$ cat config.mk
export PLATFORM = sky130hd
export DESIGN_NAME = led_alternate_blinker
export DESIGN_NICKNAME = d
export VERILOG_FILES = /design/src/pkg/led_blink_pkg.sv /design/src/design/led_alternate_blinker.sv
export SDC_FILE = /design/constraint.sdc
export NUM_CORES = 1
export LEC_CHECK = 0
export BUFFER_PORTS_ARGS = -buffer_cell sky130_fd_sc_hd__buf_2
export CORE_ASPECT_RATIO = 1.1
export CORE_MARGIN = 3
export CORE_UTILIZATION = 55
export DETAILED_ROUTE_END_ITERATION = 10
export PLACE_DENSITY = 0.73
export SLEW_MARGIN = 20
export SYNTH_ARGS = -nofsm -noshare
export SYNTH_HDL_FRONTEND = slang
export SYNTH_SLANG_ARGS = --single-unit
$ cat constraint.sdc
create_clock -name sys_clk -period 2.3 [get_ports sys_clk]
set_clock_uncertainty 0.2 [all_clocks]
set_input_delay 0.575 -clock sys_clk [delete_from_list [all_inputs] [get_ports sys_clk]]
set_output_delay 0.575 -clock sys_clk [all_outputs]
set_load 0.01 [all_outputs]
$ cat src/pkg/led_blink_pkg.sv
// Constants and types shared by the alternating indicator blinker
package led_blink_pkg;

  // Clock rate and timing
  localparam int unsigned CLK_HZ          = 100_000_000;
  localparam int unsigned TIMER_DIV       = 512;
  localparam int unsigned FILTER_DIV      = 64;
  localparam int unsigned INTERVAL_MS     = 500;
  localparam int unsigned FILTER_SAMPLES  = 3;
  // Prescaled ticks per interval: 100e6 * 0.5 / 512 = 97656 (rounded down)
  localparam int unsigned INTERVAL_TICKS  = (CLK_HZ / 1000) * INTERVAL_MS / TIMER_DIV;

  // Switch level when pressed (switch pulls the input low)
  localparam logic SWITCH_PRESSED = 1'h0;
  localparam logic SWITCH_RELEASED = 1'h1;

  // Indicator reset values: first lit, second dark
  localparam logic FIRST_RESET  = 1'h1;
  localparam logic SECOND_RESET = 1'h0;

  typedef enum logic [1:0] {
    MODE_SELECT = 2'h0,
    MODE_AUTO   = 2'h1,
    MODE_MANUAL = 2'h2
  } mode_t;

  typedef struct packed {
    logic first_indicator;
    logic second_indicator;
  } indicators_t;

endpackage

$ cat src/design/led_alternate_blinker.sv
// Alternating two-indicator blinker with reset-time mode select
`timescale 1ns/1ps
module led_alternate_blinker #(
  parameter int unsigned TIMER_DIV      = led_blink_pkg::TIMER_DIV,
  parameter int unsigned FILTER_DIV     = led_blink_pkg::FILTER_DIV,
  parameter int unsigned INTERVAL_TICKS = led_blink_pkg::INTERVAL_TICKS
) (
  input  wire logic sys_clk,
  input  wire logic rstn,
  input  wire logic user_switch,
  output logic      first_indicator,
  output logic      second_indicator,
  output logic      manual_mode,
  output logic      auto_mode
);

  localparam int PRE_W  = $clog2(TIMER_DIV);
  localparam int FLT_W  = $clog2(FILTER_DIV);
  localparam int CNT_W  = $clog2(INTERVAL_TICKS + 1);

  function automatic logic wrap_at(input logic [31:0] value, input int unsigned limit);
    wrap_at = (value == 32'(limit - 1));
  endfunction

  led_blink_pkg::mode_t       mode;
  led_blink_pkg::mode_t       next_mode;
  led_blink_pkg::indicators_t leds;
  led_blink_pkg::indicators_t next_leds;

  logic [PRE_W-1:0] prescale;
  logic [PRE_W-1:0] next_prescale;
  logic [CNT_W-1:0] compare_timer_zero;
  logic [CNT_W-1:0] next_compare_timer_zero;
  logic [FLT_W-1:0] filter_div;
  logic [FLT_W-1:0] next_filter_div;
  logic [1:0]       sample_hist;
  logic [1:0]       next_sample_hist;
  logic             filtered;
  logic             next_filtered;
  logic             compare_match_event;
  logic             next_compare_match_event;
  logic             switch_event;
  logic             next_switch_event;
  logic             next_manual_mode;
  logic             next_auto_mode;

  // Mode group: chosen on the first edge after reset release, then held
  always_comb begin
    next_mode = mode;
    case (mode)
      led_blink_pkg::MODE_SELECT: begin
        // First clocked cycle after release catches the switch level
        if (user_switch == led_blink_pkg::SWITCH_PRESSED) begin
          next_mode = led_blink_pkg::MODE_MANUAL;
        end else begin
          next_mode = led_blink_pkg::MODE_AUTO;
        end
      end
      led_blink_pkg::MODE_AUTO: begin
        // Only a reset leaves a chosen mode
        next_mode = led_blink_pkg::MODE_AUTO;
      end
      led_blink_pkg::MODE_MANUAL: begin
        next_mode = led_blink_pkg::MODE_MANUAL;
      end
      default: begin
        next_mode = led_blink_pkg::MODE_SELECT;
      end
    endcase
    next_manual_mode = (next_mode == led_blink_pkg::MODE_MANUAL);
    next_auto_mode   = (next_mode == led_blink_pkg::MODE_AUTO);
  end

  always_ff @(posedge sys_clk or negedge rstn) begin
    if (!rstn) begin
      mode        <= led_blink_pkg::MODE_SELECT;
      manual_mode <= 1'h0;
      auto_mode   <= 1'h0;
    end else begin
      mode        <= next_mode;
      manual_mode <= next_manual_mode;
      auto_mode   <= next_auto_mode;
    end
  end

  // Timer group: prescaler and compare counter
  always_comb begin
    logic prescale_tick;
    prescale_tick            = 1'h0;
    next_prescale            = prescale;
    next_compare_timer_zero  = compare_timer_zero;
    next_compare_match_event = 1'h0;
    if (mode == led_blink_pkg::MODE_AUTO) begin
      prescale_tick = wrap_at(32'(prescale), TIMER_DIV);
      next_prescale = prescale_tick ? '0 : PRE_W'(prescale + 1'h1);
      if (prescale_tick) begin
        if (wrap_at(32'(compare_timer_zero), INTERVAL_TICKS)) begin
          next_compare_timer_zero  = '0;
          next_compare_match_event = 1'h1;
        end else begin
          next_compare_timer_zero = CNT_W'(compare_timer_zero + 1'h1);
        end
      end
    end
  end

  always_ff @(posedge sys_clk or negedge rstn) begin
    if (!rstn) begin
      prescale            <= '0;
      compare_timer_zero  <= '0;
      compare_match_event <= 1'h0;
    end else begin
      prescale            <= next_prescale;
      compare_timer_zero  <= next_compare_timer_zero;
      compare_match_event <= next_compare_match_event;
    end
  end

  // Filter group: sampled switch history and press detection
  always_comb begin
    logic filter_tick;
    filter_tick       = 1'h0;
    next_filter_div   = filter_div;
    next_sample_hist  = sample_hist;
    next_filtered     = filtered;
    next_switch_event = 1'h0;
    case (mode)
      led_blink_pkg::MODE_SELECT: begin
        // Filter starts from the level seen at selection so a held press is no edge
        next_filtered    = user_switch;
        next_sample_hist = {user_switch, user_switch};
      end
      led_blink_pkg::MODE_MANUAL: begin
        // Switch path enabled only here
        filter_tick     = wrap_at(32'(filter_div), FILTER_DIV);
        next_filter_div = filter_tick ? '0 : FLT_W'(filter_div + 1'h1);
        if (filter_tick) begin
          next_sample_hist = {sample_hist[0], user_switch};
          if (user_switch == sample_hist[0] && sample_hist[0] == sample_hist[1]) begin
            next_filtered = user_switch;
            if (filtered == led_blink_pkg::SWITCH_RELEASED &&
                user_switch == led_blink_pkg::SWITCH_PRESSED) begin
              next_switch_event = 1'h1;
            end
          end
        end
      end
      default: begin
        // Automatic mode leaves the switch path idle
        next_switch_event = 1'h0;
      end
    endcase
  end

  always_ff @(posedge sys_clk or negedge rstn) begin
    if (!rstn) begin
      filter_div   <= '0;
      sample_hist  <= 2'h3;
      filtered     <= led_blink_pkg::SWITCH_RELEASED;
      switch_event <= 1'h0;
    end else begin
      filter_div   <= next_filter_div;
      sample_hist  <= next_sample_hist;
      filtered     <= next_filtered;
      switch_event <= next_switch_event;
    end
  end

  // Indicator group: each event of the active mode swaps both outputs
  always_comb begin
    next_leds = leds;
    if ((mode == led_blink_pkg::MODE_AUTO && compare_match_event) ||
        (mode == led_blink_pkg::MODE_MANUAL && switch_event)) begin
      next_leds = '{first_indicator: ~leds.first_indicator,
                    second_indicator: ~leds.second_indicator};
    end
  end

  always_ff @(posedge sys_clk or negedge rstn) begin
    if (!rstn) begin
      leds             <= '{first_indicator: led_blink_pkg::FIRST_RESET,
                            second_indicator: led_blink_pkg::SECOND_RESET};
      first_indicator  <= led_blink_pkg::FIRST_RESET;
      second_indicator <= led_blink_pkg::SECOND_RESET;
    end else begin
      leds             <= next_leds;
      // Outputs come straight from flip-flops that track the state copy
      first_indicator  <= next_leds.first_indicator;
      second_indicator <= next_leds.second_indicator;
    end
  end

endmodule

After elaboration in Yosys (flattened, before gate mapping):

Cells that the tools add are included.

* output and inout port bits: 4
* register bits after elaboration: 43
* input port bits: 3

* $add $sub $neg: 3
* muxes and demuxes: 17
* reduce and logical (&&, ||, !) cells: 10
* eq/ne operators: 11
* bitwise operators: 3

Operator list (number)
* $add 17x1->17 const B: 1
* $eq 17x17->1 const B: 1
* $mux 17: 1
* $add 9x1->9 const B: 1
* $eq 9x9->1 const B: 1
* $mux 1: 9
* $mux 9: 1
* $add 6x1->6 const B: 1
* $eq 6x6->1 const B: 1
* $mux 6: 1
* $pmux 2 s3: 1
* $eq 2x1->1 const B: 2
* $eq 2x2->1 const B: 2
* $logic_and 1x1->1: 4
* $mux 2: 2
* $ne 2x2->1 const B: 2
* $pmux 2 s2: 1
* $reduce_and 2->1: 2
* $not 1->1: 3
* $reduce_and 3->1: 1
* $eq 1x1->1: 2
* $logic_not 2->1: 1
* $pmux 1 s2: 1
* $reduce_bool 2->1: 1
* $logic_or 1x1->1: 1

Longest topological paths before layout:

Gate-level depths: netlist of run 1.

* word-level depth: 6
* mapped depth: 9

Worst setup path after synthesis of run 1:

OpenSTA, ideal clock, no wires.

* kind: flip-flop to flip-flop
* start point: register prescale[0]
* end point: register compare_timer_zero[13]
* setup slack: 0.103 ns
* clock period less this slack: 2.197 ns
* buffers on the path: 0
* data arrival time: 1.924 ns
* cell stages (with the launch flop): 9
* setup time: 0.073 ns
* cells stage by stage: dfrtp_1 -> ha_1 -> nand3_1 -> nor2_1 -> ha_1 -> and3b_1 -> nand4_1 -> or4_4 -> a21oi_2

* word-level cells in the longest chain between the ends: 2

Ends and longest elaborated chain
* start: declaration: RTL line led_alternate_blinker.sv:30 `logic [PRE_W-1:0] prescale;`
* start signal: assignment: RTL line led_alternate_blinker.sv:113 `prescale <= next_prescale;`
* $eq 9x9->1: RTL line led_alternate_blinker.sv:22 `wrap_at = (value == 32'(limit - 1));`
* $reduce_and 2->1 (no line)
* end signal: assignment: RTL line led_alternate_blinker.sv:114 `compare_timer_zero <= next_compare_timer_zero;`
* end: declaration: RTL line led_alternate_blinker.sv:32 `logic [CNT_W-1:0] compare_timer_zero;`

No other way between the ends.
A chain may end at the register's enable or synchronous reset.

Worst setup path in the final report of run 1:

* start point: register prescale[1]
* end point: register compare_timer_zero[13]

The elaborated chain is that of the path after synthesis.

==> summary.md, run 1 <==
| Metric | Value |
|---|---|
| CTS Hold Buffers Added | `0` |
| Hold Path Class | `primary input to asynchronous set/reset pin` |
| Sequential Area | `1081 µm²` |
| Final Max Tran Viols | `0` |
| Worst-Margin Slew | `0.6111 ns` |
| Syn avg cell area | `10.18 µm²` |
| Hold Slack | `0.1496 ns` |
| Total leakage power | `1.151 nW` |
| Maximum vdd drop | `0.6808 mV` |
| Startpoint types | `flip-flop` |
| Cell mode on critical path | `ha_2` |
| Setup_tns | `0 ns` |
| Root buffer cell | `clkbuf_8` |
| Final Wtd Congestion | `0.8999` |
| Area of the multi-input gates | `1065 µm²` |
| Seq pwr share | `0.479` |
| DR iter-0 viols | `86` |
| Final WL | `4157 µm` |
| Synth Register Bits | `43` |
| PnR worst setup slack | `0.08347 ns` |
| WP data required | `2.32 ns` |
| Number of synthesized flops with an enable pin | `0` |
| H-tree depth | `2` |
| Fillers | `277` |
| Synth Net Count | `218` |
| Die area | `4693 µm²` |
| First-pass GRT wire length | `7127 µm` |
| P_sw | `0.6594 mW` |
| Core area | `3712 µm²` |
| Non-filler cells, final | `279` |
| Clk Latency, worst-skew pair | `0.28 ns` |
| Hpwl dp | `2917 µm` |
| Critical Path AT | `2.24 ns` |
| Post-placement cell count | `267` |
| Congestion Overflow GR | `0` |
| TritonCTS clock tree | `yes` |
| Vias per Instance | `5.817` |
| CTS Buffer Depth | `2` |
| DR WL met3 | `110 µm` |
| DR vias | `1623` |
| Initial Util | `0.5787` |
| Clock network fraction of total power | `0.303` |
| FP Rows | `23` |
| R2R Setup Slk | `0.08 ns` |
| IO buf count | `6` |
| RSZ-0062 raised after global routing | `true` |
| Dpl ws | `0.01779 ns` |
| Gr usage total | `0.1960` |
| CTS Buf Count | `5` |
| Clock Pin Slew Worst Setup and Hold Paths | `0.08 ns` |
| Critical path capture point type | `flip-flop` |
| Sw Ratio | `0.2948` |
| Pwr dens | `904.6 nW/µm²` |
| Share of layout cells above drive strength 1 | `0.1965` |
| Area Overhead vs Synth | `15.08%` |
| Die height | `71.55 µm` |
| Fin nets | `235` |
| Final hold violation count | `0` |
| MaxCap Viol Count | `0` |
| DR top layer | `met4` |
| Mean routed wirelength per cell | `14.90 µm` |
| Comb power frac | `0.218` |
| Final Setup Violations | `0` |
| CP Max Fanout | `3` |
| Async SR Flop Fraction | `1.000` |
| Status | `finished clean` |
| Clock sink total | `43` |
| Mapped Area | `2148 µm²` |
| Cell variety after synth | `41` |
| TritonRoute pass-1 iters | `4` |
| Ys flop type | `dfrtp_1` |
| F_max | `451.2 MHz` |
| DR WL met2 | `2176 µm` |
| Vias in the first global route | `1657` |
| ANT cells | `0` |
| Top post-synthesis cells by area | `dfrtp_1, dfstp_2, xnor2_1` |
| Total Power | `2.237 mW` |
| Slowest stage delay, CP | `0.51 ns` |
| Int Power | `1.577 mW` |
| Buffers plus inverters on the worst setup path | `0` |
| DRC viols | `0` |
| Critical path type | `flip-flop to flip-flop` |
| DRT met1 WL | `1770 µm` |
| DRT antenna net count | `0` |
| Largest net degree at the start of global routing | `44` |
| Crit-path cells | `ha_2 > nand3_2 > nor2_2 > ha_2 > and3b_1 > nand4_1 > or4_4 > a21oi_2` |
| Relative slew slack | `0.5918` |
| Synth top area share | `0.4543` |
| Top delay family on crit path | `simple AND/OR/NAND/NOR gates` |
| Period utilization | `0.9637` |
| I/O pin count | `7` |
| Synth warn | `0` |
| Slowest CP cell | `or4_4` |
| Initial antenna violation count | `0` |
| Final Critical Period | `2.217 ns` |
| Yosys top cell by area | `dfrtp_1` |
| Proportion of synthesized chip area in sequential cells | `0.5032` |
| Instance count of the mapped netlist | `211` |
| Die X-Extent | `65.59 µm` |
[cells by family after synthesis]
kind of cell	count (synthesis)	share of synthesized area
xor+xnor	20	0.08154
buf+inv	12	0.02271
flops	43	0.5032
mux	4	0.01922
fa+ha+maj	4	0.02330
simple gates	105	0.2790
compound gates	23	0.07106
[worst register-to-register path: cells and delay by family (launching register included)]
kind	cells	cell delay, ns
adder cells (fa/ha/maj)	2	0.39
AO/OA/AOI/OAI	1	0.12
flip-flops	1	0.38
AND/OR/NAND/NOR	5	1.07
[layout by cell type, fill, tap and decap left out, types with 2 or more instances in the layout]
master,count
o32a_1,2
nor2b_1,3
nor3b_1,3
nand3b_1,3
xor2_1,8
nor4_2,4
nor3_1,7
dfstp_2,4
clkbuf_8,5
dfrtp_1,39
inv_1,5
nand2_1,20
nand2b_1,2
ha_2,2
buf_4,11
nand4_1,12
nor4_1,2
xnor2_1,12
buf_2,6
nand4bb_1,2
a21o_1,3
nand3_1,10
and3_1,4
mux2i_1,3
nor2_1,20
a21oi_1,7
ha_1,2
o21ai_0,5
bufinv_16,2
[synth_stat cells (2+ instances only)]
cell type / instances
nor2b_1: 3
nor4_2: 2
nand3_1: 11
dfstp_2: 4
nand4bb_1: 2
buf_2: 3
nand4_1: 12
nor2_1: 21
and2_1: 2
nor3_1: 8
xnor2_1: 12
nand2_1: 20
xor2_1: 8
o21ai_0: 5
a21o_1: 3
a21oi_1: 7
ha_1: 4
mux2i_1: 3
nor3b_1: 3
inv_1: 5
nand2b_1: 2
clkbuf_1: 4
and3_1: 4
o32a_1: 2
nand3b_1: 3
nor4_1: 5
dfrtp_1: 39
[power by group through the flow]
stage / registers, mW / clock network (mW) / logic (mW)
floorplan: 1.04 / 0 / 0.353
global placement: 1.07 / 0 / 0.417
detailed placement: 1.08 / 0 / 0.451
CTS: 1.07 / 0.691 / 0.468
global route: 1.09 / 0.733 / 0.546
finish: 1.07 / 0.677 / 0.487
[cell type report]
cell class                      instances  area share
Timing Repair Buffer                   17     0.04555
Inverter                                5    0.007591
Clock buffer                            6     0.02935
Multi-Input combinational cell        156      0.4307
Tap cell                               50     0.02530
Sequential cell                        43      0.4372
Clock inverter                          2     0.02429
[stage by stage]
stage,cell area (µm²),utilization
after floorplan,2148,-
after global placement,2263,0.6097
after detailed placement,2263,0.6097
after CTS,2404,0.6475
after global routing,2472,0.6660
final,2472,0.6660
[worst paths after layout]
| path | start | endpoint | cells after the start |
|---|---|---|---|
| worst max-delay path | prescale[1] | compare_timer_zero[13] | 8 |
| worst min-delay path | rstn | compare_timer_zero[15] | 2 |
| worst max register to register | prescale[1] | compare_timer_zero[13] | 8 |
| worst min register to register | leds[0] | leds[0] | 1 |
| max in group asynchronous | rstn | leds[1] | 2 |
| min in group sys_clk | leds[0] | leds[0] | 1 |
[flip-flops by register name, indices dropped and copies added, names as in the netlist]
signal and flops:
compare_match_event 1, mode 2, auto_mode 1, sample_hist 2
prescale 9, compare_timer_zero 17, manual_mode 1, filtered 1
filter_div 6, switch_event 1, leds 2
[routing by layer]
| metal | up-vias | track usage |
|---|---|---|
| met5 | - | 0 |
| met4 | 0 | 0.08986 |
| met3 | 10 | 0.03762 |
| met2 | 34 | 0.3465 |
| met1 | 799 | 0.2279 |
| li1 | 780 | - |
[what timing repair did]
item	CTS	global route
endpoints found under the setup margin	1	10
gates resized for setup	0	10
hold endpoints to repair	0	0
pin swaps	0	8
setup buffers	1	3
No activity file was read; power rests on OpenSTA's default activity.
==> run 2: changes to the inputs <==
MAX_ROUTING_LAYER = met4   (was default)
PLACE_DENSITY = 0.7   (was 0.73)
clock period = 2.56 ns   (was 2.3 ns; I/O delays follow)
==> summary.md, run 2 (synthesis results as in run 1) <==
| Metric | Value |
|---|---|
| Status | `finished clean` |
| Critical R2R Launch | `prescale[0]` |
| Hpwl dp | `2721 µm` |
| IO buf count | `6` |
| Most flops, register | `compare_timer_zero` |
| Met2 usage | `0.3386` |
| I/O pin count | `7` |
| ANT cells | `0` |
| First-pass GRT wire length | `7383 µm` |
| Share of layout cells above drive strength 1 | `0.1396` |
| Core area | `3712 µm²` |
| CTS Buf Count | `5` |
| RSZ-0062 raised after global routing | `false` |
| GR met1 Demand/Resource | `0.2642` |
| Root buffer cell | `clkbuf_8` |
| Vias per Instance | `5.699` |
| Hold Path Class | `primary input to asynchronous set/reset pin` |
| Hold Slack | `0.1950 ns` |
| Startpoint types | `flip-flop` |
| Final Critical Period | `2.354 ns` |
| TritonRoute pass-1 iters | `4` |
| FP Rows | `23` |
| CTS Buffer Depth | `2` |
| Clk Latency, worst-skew pair | `0.30 ns` |
| Final Setup Violations | `0` |
| F_max | `424.8 MHz` |
| Critical path capture point type | `flip-flop` |
| Final Max Tran Viols | `0` |
| WP data required | `2.59 ns` |
| TritonCTS clock tree | `yes` |
| Post-Layout Inst Area | `2391 µm²` |
| Worst Setup SP | `prescale[0]` |
| Most common cell after layout, fill and taps aside | `dfrtp_1` |
| H-tree depth | `2` |
| Fillers | `301` |
| Die area | `4693 µm²` |
| Maximum vdd drop | `0.5385 mV` |
| DR vias | `1550` |
| Congestion Overflow GR | `0` |
| Mean routed wirelength per cell | `14.67 µm` |
| Worst Reg-to-Reg Cells | `8` |
| Pwr dens | `821.7 nW/µm²` |
| Total leakage power | `1.117 nW` |
| Final hold violation count | `0` |
| Die X-Extent | `65.59 µm` |
| Clock sink total | `43` |
| Clock Pin Slew Worst Setup and Hold Paths | `0.08 ns` |
| R2R Setup Slk | `0.21 ns` |
| Largest regs | `compare_timer_zero (17), prescale (9), filter_div (6)` |
| GR Layer Usage met3 | `0.02821` |
| Gr busiest metal | `met2` |
| DRT antenna net count | `0` |
| Worst-Margin Slew | `0.6308 ns` |
| Largest net degree at the start of global routing | `44` |
| Dpl cell area | `2233 µm²` |
| MaxCap Viol Count | `0` |
| CP Max Fanout | `4` |
| Critical Path AT | `2.39 ns` |
| Vias in the first global route | `1580` |
| Initial antenna violation count | `0` |
| Area Overhead vs Synth | `11.30%` |
| Period utilization | `0.9195` |
| Relative slew slack | `0.5786` |
| DRC viols | `0` |
| Setup_tns | `0 ns` |
| Gr usage total | `0.2088` |
| DR iter-0 viols | `117` |
| Final WL | `3990 µm` |
| Initial Util | `0.5787` |
| Fin nets | `228` |
| Die height | `71.55 µm` |
| Critical path type | `flip-flop to flip-flop` |
| Reg2reg end | `compare_timer_zero[13]` |
| Final Wtd Congestion | `0.8388` |
| Commonest cells after routing, fill and taps aside | `dfrtp_1, nor2_1, nand2_1` |
| Largest register FFs | `17` |
[run 2: worst max-delay path by stage]
stage                             end  depth (start not counted)
2_1_floorplan  compare_timer_zero[13]                          8
6_report       compare_timer_zero[13]                          8
3_5_place_dp   compare_timer_zero[13]                          8
5_1_grt        compare_timer_zero[13]                          8
4_1_cts        compare_timer_zero[13]                          8
3_3_place_gp   compare_timer_zero[13]                          8
[run 2: repair_timing]
| action | 4_1_cts | 5_1_grt |
|---|---|---|
| hold buffers | 0 | 0 |
| setup endpoints to repair | 0 | 4 |
| buffers inserted | 0 | 1 |
| gates resized for setup | 0 | 3 |
[run 2: final cells by class]
| class | instances | area [µm²] | area share |
|---|---|---|---|
| repair buffers | 10 | 60.06 | 0.02512 |
| clock inverters | 2 | 60.06 | 0.02512 |
| well taps | 50 | 62.56 | 0.02616 |
| clock buffers | 6 | 72.57 | 0.03035 |
| inverters | 5 | 18.77 | 0.007849 |
| multi-input cells | 156 | 1036 | 0.4333 |
| flip-flops and latches | 43 | 1081 | 0.4521 |
[run 2: per-stage QoR]
stage	setup slack [ns]	cells	utilization	power [mW]
final	0.2060	272	0.6441	1.965
after global routing	0.01560	272	0.6441	2.086
after CTS	0.1320	271	0.6373	1.985
after detailed placement	0.1727	263	0.6016	1.355
after global placement	0.2571	263	0.6016	1.325
after floorplan	0.3629	211	-	1.248
[run 2: critical path: stages, from the launching register on]
cell and delay (ns):
dfrtp_1 0.39, ha_1 0.22, nand3_1 0.08, nor2_1 0.12
ha_2 0.23, and3b_1 0.19, nand4_1 0.16, or4_4 0.55
a21oi_2 0.14
[run 2: report_power, final]
| part | switching [mW] | leakage (nW) | internal [mW] |
|---|---|---|---|
| registers | 0.161 | 0.565 | 0.817 |
| logic | 0.191 | 0.486 | 0.175 |
| clock network | 0.231 | 0.0654 | 0.390 |
| total | 0.583 | 1.12 | 1.38 |
[run 2: routing by layer]
| metal | vias to the layer above | routed length (µm) |
|---|---|---|
| met2 | 27 | 2074 |
| li1 | 764 | - |
| met5 | - | 0 |
| met1 | 750 | 1719 |
| met4 | 0 | 87 |
| met3 | 9 | 109 |
==> run 3: changes to the inputs <==
CORE_UTILIZATION = 23   (was 55)
CTS_CLUSTER_SIZE = 24   (was default)
PLACE_DENSITY = 0.35   (was 0.7)
clock period = 2.92 ns   (was 2.56 ns; I/O delays follow)
==> summary.md, run 3 (synthesis results as in run 1) <==
| Metric | Value |
|---|---|
| TritonCTS clock tree | `yes` |
| Worst-Margin Slew | `0.6358 ns` |
| Vias in the first global route | `1565` |
| IO buf count | `6` |
| Sequential Area | `1081 µm²` |
| H-tree depth | `2` |
| Worst Reg-to-Reg Cells | `8` |
| Final Critical Period | `2.390 ns` |
| Core area | `8964 µm²` |
| Final hold violation count | `0` |
| Hpwl dp | `3147 µm` |
| Post-CTS setup buffer count | `0` |
| Final Max Tran Viols | `0` |
| Area Overhead vs Synth | `11.82%` |
| DRC viols | `0` |
| Clock Pin Slew Worst Setup and Hold Paths | `0.08 ns` |
| Final Setup Violations | `0` |
| Total leakage power | `1.079 nW` |
| Gr usage total | `0.09572` |
| Hold Path Class | `primary input to asynchronous set/reset pin` |
| Pwr dens | `644.6 nW/µm²` |
| First-pass GRT wire length | `7914 µm` |
| Largest register FFs | `17` |
| Most flops, register | `compare_timer_zero` |
| Vias per Instance | `4.551` |
| Initial antenna violation count | `0` |
| Mean routed wirelength per cell | `13.10 µm` |
| Commonest cells after routing, fill and taps aside | `dfrtp_1, nor2_1, nand2_1` |
| CTS Buffer Depth | `2` |
| Critical Path AT | `2.41 ns` |
| TritonRoute pass-1 iters | `4` |
| Largest regs | `compare_timer_zero (17), prescale (9), filter_div (6)` |
| Clock sink total | `43` |
| Area of the multi-input gates | `1018 µm²` |
| MaxCap Viol Count | `0` |
| RSZ-0062 raised after global routing | `false` |
| Final WL | `4401 µm` |
| WP data required | `2.94 ns` |
| F_max | `418.3 MHz` |
| DRT antenna net count | `0` |
| Critical path capture point type | `flip-flop` |
| Period utilization | `0.8186` |
| Die height | `107.4 µm` |
| Root buffer cell | `clkbuf_8` |
| Congestion Overflow GR | `0` |
| Die X-Extent | `98.15 µm` |
| Maximum vdd drop | `0.3012 mV` |
| Post-Route Utilization | `0.2680` |
| Final Wtd Congestion | `0.7512` |
| Initial Util | `0.2397` |
| FP Rows | `36` |
| DR vias | `1529` |
| Share of layout cells above drive strength 1 | `0.1261` |
| CP Max Fanout | `4` |
| Setup_tns | `0 ns` |
| Post-cts sizing count | `0` |
| CTS Hold Buffers Added | `0` |
| ANT cells | `0` |
| Clk Latency, worst-skew pair | `0.29 ns` |
| Most common cell after layout, fill and taps aside | `dfrtp_1` |
| CTS Buf Count | `5` |
| Die area | `10540 µm²` |
| I/O pin count | `7` |
| Relative slew slack | `0.5752` |
| DR iter-0 viols | `83` |
| Startpoint types | `flip-flop` |
| Largest net degree at the start of global routing | `19` |
| Critical path type | `flip-flop to flip-flop` |
| Fin nets | `228` |
| Status | `finished clean` |
| Fillers | `944` |
==> run 3: changes by cell type in the layout (fill, tap and decap cells not counted) <==
cell | before | now
nor4_1 | 4 | 5
ha_1 | 3 | 4
nor4_4 | 1 | 0
bufinv_16 | 2 | 0
clkbuf_1 | 1 | 2
ha_2 | 1 | 0
clkinv_2 | 0 | 1
==> run 3: final timing paths <==
kind | from | endpoint | slack [ns]
min in group sys_clk | leds[0] | leds[0] | 0.26
max reg2reg | prescale[0] | compare_timer_zero[13] | 0.53
min reg2reg | leds[0] | leds[0] | 0.26
max in group asynchronous | rstn | sample_hist[1] | 1.84
min | rstn | compare_timer_zero[16] | 0.1
max | prescale[0] | compare_timer_zero[13] | 0.53
==> run 3: metal layers <==
metal  share of wire  wire length [µm]  up-vias  global-route usage
met5               0                 0        -                   -
met4          0.0070                31        0             0.02927
met3           0.024               104        2             0.02398
met2            0.49              2170       11              0.1483
met1            0.48              2095      751              0.1242
li1                -                 -      765                   -
==> run 3: cell type report <==
type / instances / share of cell area
timing repair buffer: 10 / 0.02500
clock inverter: 1 / 0.002083
sequential: 43 / 0.4500
clock buffer: 7 / 0.03177
tap: 114 / 0.05938
multi-input combinational: 156 / 0.4240
inverter: 5 / 0.007813
==> run 3: stage by stage <==
step                setup slack [ns]  power (mW)  area (µm²)  std cells  hold slack [ns]
finish                        0.5296       1.549        2402        336          0.09645
global route                  0.3500       1.685        2402        336          0.09269
CTS                           0.5088       1.579        2402        336           0.1044
detailed placement            0.5241       1.193        2321        328           0.2568
global placement              0.5862       1.203        2321        328           0.2537
floorplan                     0.7229       1.094        2148        211           0.2344
==> run 3: power by group <==
group          total (mW)  switching, mW  internal [mW]  leakage, nW
logic               0.318          0.165          0.153        0.471
clock network       0.375          0.207          0.168       0.0422
registers           0.856          0.139          0.716        0.565
total                1.55          0.511           1.04         1.08
==> run 3: critical path, stage by stage, from the launching register on <==
cell	delay [ns]
dfrtp_1	0.39
ha_1	0.22
nand3_1	0.09
nor2_1	0.10
ha_1	0.25
and3b_1	0.21
nand4_1	0.17
or4_4	0.56
a21oi_2	0.14
